### src/rtl/ptf_pkg.sv
package ptf_pkg;

    // ==========================================
    // register map (byte offsets)
    localparam logic [4:0] ADDR_CTRL = 5'h00;
    localparam logic [4:0] ADDR_T1SIZE = 5'h04;
    localparam logic [4:0] ADDR_STATUS = 5'h08;
    localparam logic [4:0] ADDR_SIZE2 = 5'h0C;
    localparam logic [4:0] ADDR_SIZE3 = 5'h10;
    localparam logic [4:0] ADDR_REMAIN = 5'h14;

    // ==========================================
    // field positions
    localparam int CTRL_START_BIT = 0;
    localparam int CTRL_SEL_LSB = 1;
    localparam int CTRL_NONSTD_BIT = 3;
    localparam int CTRL_COPY_BIT = 4;
    localparam int ST_PRESENT_LSB = 0;
    localparam int ST_POUT_LSB = 3;
    localparam int ST_BUSY_BIT = 6;
    localparam int ST_REFUSED_BIT = 7;
    localparam int ST_SHIFT_BIT = 8;
    localparam int ST_CONNECT_BIT = 9;
    localparam int SZ_ID_LSB = 5;
    localparam int SZ_UNKNOWN_BIT = 10;

    // ==========================================
    // reset values and widths
    localparam logic [4:0] CTRL_RESET = 5'h00;
    localparam logic [4:0] T1SIZE_RESET = 5'h00;
    localparam int NUM_TRAYS = 3;
    localparam int SIZE_W = 5;
    localparam int ROT_W = 8;
    localparam int SYNC_W = 23;
    localparam logic [SYNC_W-1:0] SYNC_RESET = 23'h3F_F000;

    // ==========================================
    // size switch codes and decoded size ids
    localparam logic [4:0] CODE_297X420_SEF = 5'h19;
    localparam logic [4:0] CODE_210X297_SEF = 5'h09;
    localparam logic [4:0] CODE_210X297_LEF = 5'h18;
    localparam logic [4:0] CODE_257X394_SEF = 5'h13;
    localparam logic [4:0] CODE_182X257_SEF = 5'h15;
    localparam logic [4:0] CODE_267X390 = 5'h06;
    localparam logic [4:0] ID_UNKNOWN = 5'h00;
    localparam logic [4:0] ID_297X420_SEF = 5'h01;
    localparam logic [4:0] ID_210X297_SEF = 5'h02;
    localparam logic [4:0] ID_210X297_LEF = 5'h03;
    localparam logic [4:0] ID_257X394_SEF = 5'h04;
    localparam logic [4:0] ID_182X257_SEF = 5'h05;
    localparam logic [4:0] ID_267X390 = 5'h06;

    typedef enum logic [1:0] {FEED_IDLE, FEED_PICK, FEED_GRIP} ptf_feed_state_t;

    function automatic logic [4:0] ptf_size_decode(input logic [4:0] code);
        logic [4:0] id;
        id = ID_UNKNOWN;
        unique case (code)
            CODE_297X420_SEF: id = ID_297X420_SEF;
            CODE_210X297_SEF: id = ID_210X297_SEF;
            CODE_210X297_LEF: id = ID_210X297_LEF;
            CODE_257X394_SEF: id = ID_257X394_SEF;
            CODE_182X257_SEF: id = ID_182X257_SEF;
            CODE_267X390: id = ID_267X390;
            default: id = ID_UNKNOWN;
        endcase
        return id;
    endfunction : ptf_size_decode

endpackage : ptf_pkg

### src/rtl/ptf_tray_ctrl.sv
// Notes on behaviour
// - trays 2,3 insertion seen, lift motor on
// - tray 1 presence from connector signal
// - paper loaded: pick-up solenoid and lift on
// - lift sensor off stops lift motor
// - lift sensor on again restarts lift
// - unselected station separation solenoid off
// - start turns on feed, grip, separation, pick-up
// - leading edge: pick-up off, grip stays on
// - remaining paper from lift rotation, four levels
// - paper end sensor off flags paper out
// - trays 2,3 size is five-bit code
// - switch on (low level) reads as one
// - code 11001 is 297x420 short edge
// - code 01001 is 210x297 short edge
// - code 11000 is 210x297 long edge
// - code 10011 is 257x394 short edge
// - code 10101 is 182x257 short edge
// - code 00110 is 267x390
// - unknown size refused unless enabled
// - tandem tray size from stored setting
// - tandem feeds right, shifts left stack over
// - copying, left empty: connect solenoid on
module ptf_tray_ctrl (
    // clock and reset
    input wire logic REF_CLK_IN,
    input wire logic RST_IN,
    // avalon-mm slave
    input wire logic [4:0] AVS_ADDRESS_IN,
    input wire logic AVS_READ_IN,
    input wire logic AVS_WRITE_IN,
    input wire logic [31:0] AVS_WRITEDATA_IN,
    output logic [31:0] AVS_READDATA_OUT,
    output logic AVS_WAITREQUEST_OUT,
    // tray sensors
    input wire logic TRAY1_SET_IN,
    input wire logic [4:0] SIZE2_SW_N_IN,
    input wire logic [4:0] SIZE3_SW_N_IN,
    input wire logic [2:0] PAPER_END_IN,
    input wire logic [2:0] LIFT_SNS_IN,
    input wire logic [2:0] FEED_SNS_IN,
    input wire logic LEFT_PAPER_IN,
    input wire logic [1:0] LIFT_ROT_IN,
    // tray actuators
    output logic [2:0] LIFT_MOTOR_OUT,
    output logic [2:0] PICK_SOL_OUT,
    output logic [2:0] SEP_SOL_OUT,
    output logic [2:0] FEED_MOTOR_OUT,
    output logic [2:0] GRIP_MOTOR_OUT,
    output logic TANDEM_SHIFT_OUT,
    output logic TANDEM_CONNECT_OUT
);

    // ==========================================
    // input synchronisers
    logic [ptf_pkg::SYNC_W-1:0] sync1_reg;
    logic [ptf_pkg::SYNC_W-1:0] sync2_reg;
    wire [ptf_pkg::SYNC_W-1:0] pins_raw = {TRAY1_SET_IN, SIZE2_SW_N_IN, SIZE3_SW_N_IN, PAPER_END_IN,
                                          LIFT_SNS_IN, FEED_SNS_IN, LEFT_PAPER_IN, LIFT_ROT_IN};

    always_ff @(posedge REF_CLK_IN or posedge RST_IN) begin
        if (RST_IN) begin
            // idle pin levels: size switches read as off, no false insertion
            sync1_reg <= ptf_pkg::SYNC_RESET;
            sync2_reg <= ptf_pkg::SYNC_RESET;
        end else begin
            sync1_reg <= pins_raw;
            sync2_reg <= sync1_reg;
        end
    end

    wire tray1_set_s = sync2_reg[22];
    wire [4:0] size2_n_s = sync2_reg[21:17];
    wire [4:0] size3_n_s = sync2_reg[16:12];
    wire [2:0] paper_s = sync2_reg[11:9];
    wire [2:0] lift_sns_s = sync2_reg[8:6];
    wire [2:0] feed_sns_s = sync2_reg[5:3];
    wire left_paper_s = sync2_reg[2];
    wire [1:0] rot_s = sync2_reg[1:0];

    // ==========================================
    // size codes and presence
    wire [4:0] code2 = ~size2_n_s;
    wire [4:0] code3 = ~size3_n_s;
    wire [4:0] id2 = ptf_pkg::ptf_size_decode(code2);
    wire [4:0] id3 = ptf_pkg::ptf_size_decode(code3);
    wire unk2 = (id2 == ptf_pkg::ID_UNKNOWN);
    wire unk3 = (id3 == ptf_pkg::ID_UNKNOWN);
    // any switch pressed means a cassette is in
    wire [2:0] present = {|code3, |code2, tray1_set_s};

    logic [2:0] present_prev_reg;
    logic [2:0] paper_prev_reg;
    logic [2:0] feed_prev_reg;
    logic [1:0] rot_prev_reg;

    wire [2:0] ins_pulse = present & ~present_prev_reg;
    wire [2:0] paper_rise = paper_s & ~paper_prev_reg;
    wire [2:0] paper_fall = ~paper_s & paper_prev_reg;
    wire [2:0] feed_rise = feed_sns_s & ~feed_prev_reg;
    wire [2:0] feed_fall = ~feed_sns_s & feed_prev_reg;
    wire [1:0] rot_step = rot_s & ~rot_prev_reg;

    // ==========================================
    // control registers
    logic [4:0] ctrl_reg;
    logic [4:0] t1size_reg;
    logic wait_reg;
    logic [31:0] rdata_reg;
    logic refused_reg;
    logic shift_reg;
    logic connect_reg;
    logic [2:0] pout_reg;
    logic [ptf_pkg::ROT_W-1:0] rot_cnt_reg [2];

    wire bus_req = AVS_READ_IN | AVS_WRITE_IN;
    wire bus_first = bus_req & wait_reg;
    wire bus_take = bus_req & ~wait_reg;
    wire wr_take = bus_take & AVS_WRITE_IN;
    wire wr_ctrl = wr_take & (AVS_ADDRESS_IN == ptf_pkg::ADDR_CTRL);
    wire wr_t1size = wr_take & (AVS_ADDRESS_IN == ptf_pkg::ADDR_T1SIZE);
    wire start_wr = wr_ctrl & AVS_WRITEDATA_IN[ptf_pkg::CTRL_START_BIT];
    wire [1:0] sel_wr = AVS_WRITEDATA_IN[ptf_pkg::CTRL_SEL_LSB +: 2];
    wire nonstd_en = ctrl_reg[ptf_pkg::CTRL_NONSTD_BIT];
    wire copying = ctrl_reg[ptf_pkg::CTRL_COPY_BIT];
    wire wait_next = ~(bus_req & wait_reg);

    // ==========================================
    // feed sequencer
    ptf_pkg::ptf_feed_state_t state_reg;
    ptf_pkg::ptf_feed_state_t state_next;
    logic [1:0] feed_tray_reg;

    wire [1:0] sel_idx = sel_wr - 2'h1;
    wire size_ok = (sel_wr == 2'h2) ? (~unk2 | nonstd_en) :
                   (sel_wr == 2'h3) ? (~unk3 | nonstd_en) : 1'b1;
    wire tandem_ok = (sel_wr != 2'h1) | ~shift_reg;
    wire accept = start_wr & (state_reg == ptf_pkg::FEED_IDLE) & (sel_wr != 2'h0) &
                  present[sel_idx] & paper_s[sel_idx] & size_ok & tandem_ok;
    wire ft_present = present[feed_tray_reg];
    wire [1:0] feed_tray_next = accept ? sel_idx : feed_tray_reg;

    always_comb begin
        state_next = state_reg;
        unique case (state_reg)
            ptf_pkg::FEED_IDLE: begin
                if (accept) begin
                    state_next = ptf_pkg::FEED_PICK;
                end
            end
            ptf_pkg::FEED_PICK: begin
                if (!ft_present) begin
                    state_next = ptf_pkg::FEED_IDLE;
                end else if (feed_rise[feed_tray_reg]) begin
                    state_next = ptf_pkg::FEED_GRIP;
                end
            end
            ptf_pkg::FEED_GRIP: begin
                if (!ft_present || feed_fall[feed_tray_reg]) begin
                    state_next = ptf_pkg::FEED_IDLE;
                end
            end
            default: state_next = ptf_pkg::FEED_IDLE;
        endcase
    end

    // ==========================================
    // lift motor and actuators per tray
    logic [2:0] lift_next;
    logic [2:0] pick_next;
    logic [2:0] sep_next;
    logic [2:0] fmot_next;
    logic [2:0] grip_next;

    generate
        for (genvar i = 0; i < ptf_pkg::NUM_TRAYS; i++) begin : g_tray
            wire is_ft = (feed_tray_next == 2'(i));
            wire busy_n = (state_next != ptf_pkg::FEED_IDLE) & is_ft;
            wire lift_start = ins_pulse[i] | paper_rise[i] | lift_sns_s[i];
            // keep running while the sensor stays active, stop when it clears
            assign lift_next[i] = present[i] & (LIFT_MOTOR_OUT[i] ? lift_sns_s[i] : lift_start);
            assign pick_next[i] = present[i] & ((busy_n & (state_next == ptf_pkg::FEED_PICK)) |
                                  (lift_next[i] & ~(busy_n & (state_next == ptf_pkg::FEED_GRIP))));
            assign sep_next[i] = present[i] & busy_n;
            assign fmot_next[i] = present[i] & busy_n & (state_next == ptf_pkg::FEED_PICK);
            assign grip_next[i] = present[i] & busy_n;
        end
    endgenerate

    // ==========================================
    // tandem tray and status
    wire shift_next = present[0] & left_paper_s & ~paper_s[0] &
                      ~((state_reg != ptf_pkg::FEED_IDLE) & (feed_tray_reg == 2'h0));
    wire connect_next = present[0] & copying & ~left_paper_s;
    // withdrawal beats set: a fall while the tray is absent does not flag
    wire [2:0] pout_next = present & (paper_fall | (pout_reg & ~paper_s));
    wire refused_next = start_wr ? ~accept : refused_reg;

    wire [1:0] level2 = rot_cnt_reg[0][ptf_pkg::ROT_W-1 -: 2];
    wire [1:0] level3 = rot_cnt_reg[1][ptf_pkg::ROT_W-1 -: 2];
    wire [31:0] status_word = {22'h00_0000, connect_reg, shift_reg, refused_reg,
                               (state_reg != ptf_pkg::FEED_IDLE), pout_reg, present};
    wire [31:0] rdata_next =
        (AVS_ADDRESS_IN == ptf_pkg::ADDR_CTRL) ? {27'h000_0000, ctrl_reg} :
        (AVS_ADDRESS_IN == ptf_pkg::ADDR_T1SIZE) ? {27'h000_0000, t1size_reg} :
        (AVS_ADDRESS_IN == ptf_pkg::ADDR_STATUS) ? status_word :
        (AVS_ADDRESS_IN == ptf_pkg::ADDR_SIZE2) ? {21'h00_0000, unk2, id2, code2} :
        (AVS_ADDRESS_IN == ptf_pkg::ADDR_SIZE3) ? {21'h00_0000, unk3, id3, code3} :
        (AVS_ADDRESS_IN == ptf_pkg::ADDR_REMAIN) ? {28'h000_0000, level3, level2} : 32'h0000_0000;

    // ==========================================
    // state registers
    always_ff @(posedge REF_CLK_IN or posedge RST_IN) begin
        if (RST_IN) begin
            present_prev_reg <= '0;
            paper_prev_reg <= '0;
            feed_prev_reg <= '0;
            rot_prev_reg <= '0;
        end else begin
            present_prev_reg <= present;
            paper_prev_reg <= paper_s;
            feed_prev_reg <= feed_sns_s;
            rot_prev_reg <= rot_s;
        end
    end

    always_ff @(posedge REF_CLK_IN or posedge RST_IN) begin
        if (RST_IN) begin
            wait_reg <= 1'b1;
            rdata_reg <= 32'h0000_0000;
            ctrl_reg <= ptf_pkg::CTRL_RESET;
            t1size_reg <= ptf_pkg::T1SIZE_RESET;
        end else begin
            wait_reg <= wait_next;
            if (bus_first) begin
                rdata_reg <= rdata_next;
            end
            if (wr_ctrl) begin
                ctrl_reg <= {AVS_WRITEDATA_IN[4:1], 1'b0};
            end
            if (wr_t1size) begin
                t1size_reg <= AVS_WRITEDATA_IN[4:0];
            end
        end
    end

    always_ff @(posedge REF_CLK_IN or posedge RST_IN) begin
        if (RST_IN) begin
            state_reg <= ptf_pkg::FEED_IDLE;
            feed_tray_reg <= 2'h0;
            refused_reg <= 1'b0;
            shift_reg <= 1'b0;
            connect_reg <= 1'b0;
            pout_reg <= '0;
        end else begin
            state_reg <= state_next;
            feed_tray_reg <= feed_tray_next;
            refused_reg <= refused_next;
            shift_reg <= shift_next;
            connect_reg <= connect_next;
            pout_reg <= pout_next;
        end
    end

    always_ff @(posedge REF_CLK_IN or posedge RST_IN) begin
        if (RST_IN) begin
            LIFT_MOTOR_OUT <= '0;
            PICK_SOL_OUT <= '0;
            SEP_SOL_OUT <= '0;
            FEED_MOTOR_OUT <= '0;
            GRIP_MOTOR_OUT <= '0;
        end else begin
            LIFT_MOTOR_OUT <= lift_next;
            PICK_SOL_OUT <= pick_next;
            SEP_SOL_OUT <= sep_next;
            FEED_MOTOR_OUT <= fmot_next;
            GRIP_MOTOR_OUT <= grip_next;
        end
    end

    // rotation counters, cleared on withdrawal
    generate
        for (genvar j = 0; j < 2; j++) begin : g_rot
            always_ff @(posedge REF_CLK_IN or posedge RST_IN) begin
                if (RST_IN) begin
                    rot_cnt_reg[j] <= '0;
                end else if (!present[j+1]) begin
                    rot_cnt_reg[j] <= '0;
                end else if (rot_step[j] && LIFT_MOTOR_OUT[j+1] && !(&rot_cnt_reg[j])) begin
                    rot_cnt_reg[j] <= rot_cnt_reg[j] + 8'h01;
                end
            end
        end
    endgenerate

    assign AVS_WAITREQUEST_OUT = wait_reg;
    assign AVS_READDATA_OUT = rdata_reg;
    assign TANDEM_SHIFT_OUT = shift_reg;
    assign TANDEM_CONNECT_OUT = connect_reg;
endmodule : ptf_tray_ctrl

### config.mk
export PLATFORM = sky130hd
export DESIGN_NAME = ptf_tray_ctrl
export DESIGN_NICKNAME = d
export VERILOG_FILES = /design/src/rtl/ptf_pkg.sv /design/src/rtl/ptf_tray_ctrl.sv
export SDC_FILE = /design/constraint.sdc
export NUM_CORES = 1
export LEC_CHECK = 0
export ABC_AREA = 1
export BUFFER_PORTS_ARGS = -buffer_cell sky130_fd_sc_hd__buf_2
export CAP_MARGIN = 10
export CORE_AREA = 2 2 109 111
export CTS_BUF_LIST = sky130_fd_sc_hd__clkbuf_4 sky130_fd_sc_hd__clkbuf_8
export DETAILED_ROUTE_END_ITERATION = 10
export DIE_AREA = 0 0 111 113
export PLACE_DENSITY = 0.67
export SYNTH_ARGS = -nofsm -noshare
export SYNTH_HDL_FRONTEND = slang
export SYNTH_SLANG_ARGS = --single-unit
export TNS_END_PERCENT = 50
### constraint.sdc
create_clock -name REF_CLK_IN -period 3.5 [get_ports REF_CLK_IN]
set_input_delay 0 -clock REF_CLK_IN [delete_from_list [all_inputs] [get_ports REF_CLK_IN]]
set_output_delay 0 -clock REF_CLK_IN [all_outputs]
set_load 0.01 [all_outputs]
After elaboration in Yosys (flattened, before gate mapping)
Index checks and enable logic that the tools add are counted.

storage, ports and cells
  bits in registers = 137
  bits of input ports = 64
  output and inout bits = 50

operators by class
  add/subtract/negate cells = 3
  magnitude comparators = 2
  equal/unequal tests = 28
  mux-type cells = 33
  bitwise operators = 84
  reductions and logical operators = 21

operators by type and width
  operator                                                                       count
  11-bit two-way mux                                                             5
  5-bit equality test (second input constant)                                    10
  1-bit bitwise AND                                                              42
  3-bit one-hot mux with 6 select lines                                          2
  8-bit two-way mux                                                              4
  3-bit bitwise AND                                                              7
  5-bit by 4-bit equality test with 1-bit output (second input constant)         4
  8-bit by 1-bit adder with 8-bit output (second input constant)                 2
  8-bit AND reduction                                                            2
  5-bit by 3-bit equality test with 1-bit output (second input constant)         3
  5-bit zero test                                                                3
  3-bit inverter                                                                 5
  1-bit OR                                                                       13
  1-bit inverter                                                                 12
  1-bit binary-select mux with 2-bit select                                      5
  2-bit equality test (second input constant)                                    5
  1-bit two-way mux                                                              10
  2-bit two-way mux                                                              5
  5-bit inverter                                                                 2
  5-bit OR reduction                                                             2
  2-bit by 1-bit equality test with 1-bit output (second input constant)         3
  2-bit zero test                                                                3
  2-bit by 3-bit less-than comparator with 1-bit output (second input constant)  2
  2-bit by 1-bit inequality test with 1-bit output (second input constant)       3
  10 further kinds                                                               17

Longest topological paths before layout
  word-level depth = 20
  gate-level depth with buffers = 14
  mapped depth without buffers = 14

Worst setup path before layout
OpenSTA, ideal clock, no wires.

  kind = reg2reg
  start point = register sync2_reg[17] in the netlist's numbering
  end point = register PICK_SOL_OUT[2]
  library setup time = 0.116 ns
  arrival = 1.584 ns
  required time = 3.384 ns
  setup slack = 1.800 ns
  cell stages (with the launch flop) = 12
  path buffers = 0
  cells stage by stage = dfstp_2 > nand3_1 > nor2_1 > o21ai_0 > nand2_1 > inv_1 > nand3b_1 > nand3_4 > nand2_4 > nor2_4 > nand2_2 > nand2_1

between the ends
  longest elaborated chain between the ends = 18

RTL lines
  item                                                                          RTL line              text
  start: declaration                                                            ptf_tray_ctrl.sv:57   logic [ptf_pkg::SYNC_W-1:0] sync2_reg;
  start signal: assignment                                                      ptf_tray_ctrl.sv:65   sync2_reg <= ptf_pkg::SYNC_RESET;
  start signal: assignment                                                      ptf_tray_ctrl.sv:68   sync2_reg <= sync1_reg;
  5-bit inverter (*)                                                            ptf_tray_ctrl.sv:83   wire [4:0] code2 = ~size2_n_s;
  5-bit by 3-bit equality test with 1-bit output, or another cell as far along  ptf_pkg.sv:58         unique case (code)
  3-bit one-hot mux with 6 select lines                                         ptf_pkg.sv:58
  5-bit zero test                                                               ptf_tray_ctrl.sv:87   wire unk2 = (id2 == ptf_pkg::ID_UNKNOWN);
  1-bit inverter                                                                ptf_tray_ctrl.sv:135  wire size_ok = (sel_wr == 2'h2) ? (~unk2 | nonstd_en) :
  1-bit OR                                                                      ptf_tray_ctrl.sv:135
  1-bit two-way mux                                                             ptf_tray_ctrl.sv:135
  1-bit bitwise AND (2 in series)                                               ptf_tray_ctrl.sv:139  present[sel_idx] & paper_s[sel_idx] & size_ok & tandem_ok;
  (+2 left out)                                                                 -
  2-bit nonzero test                                                            ptf_tray_ctrl.sv:178  wire busy_n = (state_next != ptf_pkg::FEED_IDLE) & is_ft;
  1-bit bitwise AND                                                             ptf_tray_ctrl.sv:178
  1-bit bitwise AND                                                             ptf_tray_ctrl.sv:183  (lift_next[i] & ~(busy_n & (state_next == ptf_pkg::FEED_GRIP))));
  1-bit inverter                                                                ptf_tray_ctrl.sv:183
  1-bit bitwise AND                                                             ptf_tray_ctrl.sv:183
  1-bit OR (*)                                                                  ptf_tray_ctrl.sv:182  assign pick_next[i] = present[i] & ((busy_n & (state_next == ptf_pkg::FEED_PICK)) |
  1-bit bitwise AND (*)                                                         ptf_tray_ctrl.sv:182
  named net pick_next[2]                                                        ptf_tray_ctrl.sv:170  logic [2:0] pick_next;
  end signal: assignment                                                        ptf_tray_ctrl.sv:274  PICK_SOL_OUT <= pick_next;
  end: declaration                                                              ptf_tray_ctrl.sv:46   output logic [2:0] PICK_SOL_OUT,

The timed path passes the listed nets; every way through them passes the cells marked *. The select of a mux whose other input is x is not followed.
A chain may end at the register's enable or synchronous reset.

Final worst setup path
  start point = register wait_reg (netlist: AVS_WAITREQUEST_OUT)
  end point = register rdata_reg[3] (netlist: AVS_READDATA_OUT[3])

between the ends
  longest elaborated chain between the ends = 1

RTL lines
  item                      RTL line              text
  start: declaration        ptf_tray_ctrl.sv:108  logic wait_reg;
  start signal: assignment  ptf_tray_ctrl.sv:234  wait_reg <= wait_next;
  1-bit bitwise AND         ptf_tray_ctrl.sv:117  wire bus_first = bus_req & wait_reg;
  end signal: assignment    ptf_tray_ctrl.sv:236  rdata_reg <= rdata_next;
  end: declaration          ptf_tray_ctrl.sv:109  logic [31:0] rdata_reg;

No other way between the ends.

==> summary.md <==
| Metric | Value |
|---|---|
| R2R setup slack | 1.27 ns |
| # IOs | 114 |
| Critical-path maximum fanout | 12 |
| Nature of the critical path endpoint | flop |
| Hold Crit Depth | 4 |
| Min-delay src | AVS_ADDRESS_IN[2] |
| Reg2Reg Depth | 7 |
| Net Switching | 803 uW |
| Largest net degree at the start of global routing | 87 |
| Fin worst setup slack | 1.27 ns |
| Int Power | 2360 uW |
| Final setup vio count | 0 |
| CTS buffer count | 17 |
| Postcts setup bufs | 0 |
| Reg2reg start | AVS_WAITREQUEST_OUT |
| Hold path endpoint | AVS_READDATA_OUT[5] |
| Synth area leader | dfrtp_1 |
| Sequential-to-total area share from yosys stat | 58.8% |
| Most frequent cells in the layout | 95 x dfrtp_1, 80 x nand2_1, 65 x buf_2, 59 x inv_1, 43 x nor2_1 |
| Slew Viols, Final | 0 |
| Drt drc | 0 |
| Switching part of the total | 25.4% |
| Reg-to-reg endpoint | AVS_READDATA_OUT[3] |
| Nets | 680 |
| Setup Skew | 0.0128 ns |
| Per-cell routed wire length | 13.5 um |
| PwrDens | 516 nW/um^2 |
| Final instance area | 6130 um^2 |
| Total of max-cap violations | 0 |
| Yosys top cell area share | 47.7% |
| Grt ovf | 0 |
| H-Tree Level Count | 4 |
| Total track usage | 17.8% |
| Clock Power Share | 40.0% |
| Final setup TNS | 0 ns |
| Comb power frac | 10.8% |
| CTS Buffer Depth | 2 |
| GRT met1 Usage | 21.9% |
| Via density | 4.85 |
| Gr busiest metal | met2 |
| Post-synth top flop | dfrtp_1 |
| Flop pwr share | 49.2% |
| Most common cell after layout, fill and taps aside | dfrtp_1 |
| Period utilisation layout | 63.8% |
| Fill cells | 996 |
| Worst Setup SP | AVS_WAITREQUEST_OUT |
| EDFF count, synth | 0 |
| Worst EP required | 3.82 ns |
| Startpoint class of the critical path | flop |
| Relative slew slack | 31.6% |
| Vias after detailed routing | 3,718 |
| Drt initial violations | 154 |
| Area after DPL | 5400 um^2 |
| GRT met2 Usage | 29.4% |
| Num rows | 39 |
| Starting density of the core | 44.2% |
| Core Region | 11,300 um^2 |
| WL final | 10,300 um |
| Total die area | 12,500 um^2 |
| Status | finished clean |
| P_leak | 0.00309 uW |
| Cells after Synth | 497 |
| Worst-path clk slew | 0.07 ns |
| Hold Path Class | in2reg |
| Root Driver | clkbuf_8 |
| Yosys warning count | 0 |
| HPWL after detailed placement | 7430 um |
| Data arrival, critical path | 2.56 ns |
| GR Util met3 | 6.32% |
| Vias in the first global route | 3,749 |
| Synth cell types | 41 |
| Final hold vios | 0 |
| Mapped cell area | 4980 um^2 |
| Setup WS pre-CTS | 1.39 ns |
| Final min period | 2.23 ns |
| Antenna-violating nets left | 0 |
| Synth top area cells | dfrtp_1 48%, dfstp_2 11%, nand2_1 6.0% |
| Routability cong. | 0.859 |
| Post-synth ARST share | 100% |
| First-pass GRT wire length | 17,500 um |
| Die X | 111 um |
| Tightest Pin Transition | 1.03 ns |
| Peak VDD IR | 0.404 mV |
| Crit Path Category | reg2reg |
| Syn Area/Cell | 10.0 um^2 |
| N_diodes | 0 |
| Fmax | 448 MHz |
| CTS tree | done |
| Worst-Skew Late Latency | 0.43 ns |
| Flops & latches, synth | 116 |
| Initial antenna violation count | 0 |
| Die H | 113 um |
| RSZ-0062 raised after global routing | false |
| Router iterations before antenna repair | 4 |
| Syn-to-layout area delta | 23.0% |
| Layout cells sized above 1 | 25.4% |
| Clk sinks | 116 |
| # port buffers | 65 |
-- routing by layer --
| layer | vias up | part of all wire (%) |
|---|---|---|
| met4 | 0 | 1.9 |
| li1 | 1799 | - |
| met2 | 90 | 48 |
| met1 | 1809 | 45 |
| met5 | - | 0 |
| met3 | 20 | 5.0 |
-- critical path, cell delays in order (launching register included) --
cell and delay [ns]:
dfstp_2 0.58, o21ai_0 0.08, dlygate4sd3_1 0.56, buf_4 0.20
inv_1 0.32, o21ai_0 0.17, o22ai_1 0.15, inv_1 0.05
-- Yosys cell counts, drive strengths merged (2+ instances only) --
cell type and count:
a21oi 22, buf 24, clkbuf 2, dfrtp 95
dfstp 21, ha 6, inv 64, mux2 3
nand2 90, nand3 36, nand3b 3, nand4 10
nor2 51, nor3 11, o211ai 4, o21a 2
o21ai 32, o22ai 7, o31ai 3, xor2 2
-- layout make-up --
cell class,instances,area (um^2),share of cell area (%)
Clock buffer,22,278,4.53
Clock inverter,10,131,2.14
Inverter,66,265,4.33
Multi-Input combinational cell,309,1680,27.3
Sequential cell,116,2930,47.8
Tap cell,143,179,2.92
Timing Repair Buffer,100,668,10.9
-- cell families after synthesis --
logic type / count (synthesis) / share of synthesized area, %
other: 1 / 0.0753
AO/OA/AOI/OAI: 74 / 8.34
XOR/XNOR: 2 / 0.352
adder cells (fa/ha/maj): 6 / 1.51
AND/OR/NAND/NOR: 203 / 21.2
multiplexers: 3 / 0.678
buffers and inverters: 92 / 9.05
flip-flops: 116 / 58.8
-- worst max path at each step --
stage,endpoint,slack [ns],cells after the start
final,AVS_READDATA_OUT[3],1.27,7
after global routing,AVS_READDATA_OUT[3],1.09,7
after detailed placement,PICK_SOL_OUT[1],1.39,9
after global placement,PICK_SOL_OUT[1],1.42,9
after CTS,AVS_READDATA_OUT[3],1.28,7
after floorplan,AVS_READDATA_OUT[0],0.46,1
-- through the flow --
step,total power (uW),hold WS (ns),util [%],cells
CTS,3190,0.0167,54.3,766
floorplan,1790,0.00448,-,517
global placement,1870,0.107,47.9,702
detailed placement,1890,0.107,47.9,702
finish,3160,0.0405,54.3,766
global route,3320,0.0370,54.3,766
-- what timing repair did --
| item | in CTS | in global routing |
|---|---|---|
| gates resized for setup | 0 | 0 |
| hold buffers | 32 | 0 |
| hold endpoints to repair | 112 | 0 |
-- power groups by stage --
stage | Sequential (uW) | Clock, uW | Combinational [uW]
after global routing | 1570 | 1360 | 391
after detailed placement | 1580 | 0 | 316
after global placement | 1570 | 0 | 299
after CTS | 1550 | 1290 | 346
after floorplan | 1560 | 0 | 224
final | 1550 | 1270 | 341
Note: power is estimated with default switching activity, not from simulation.
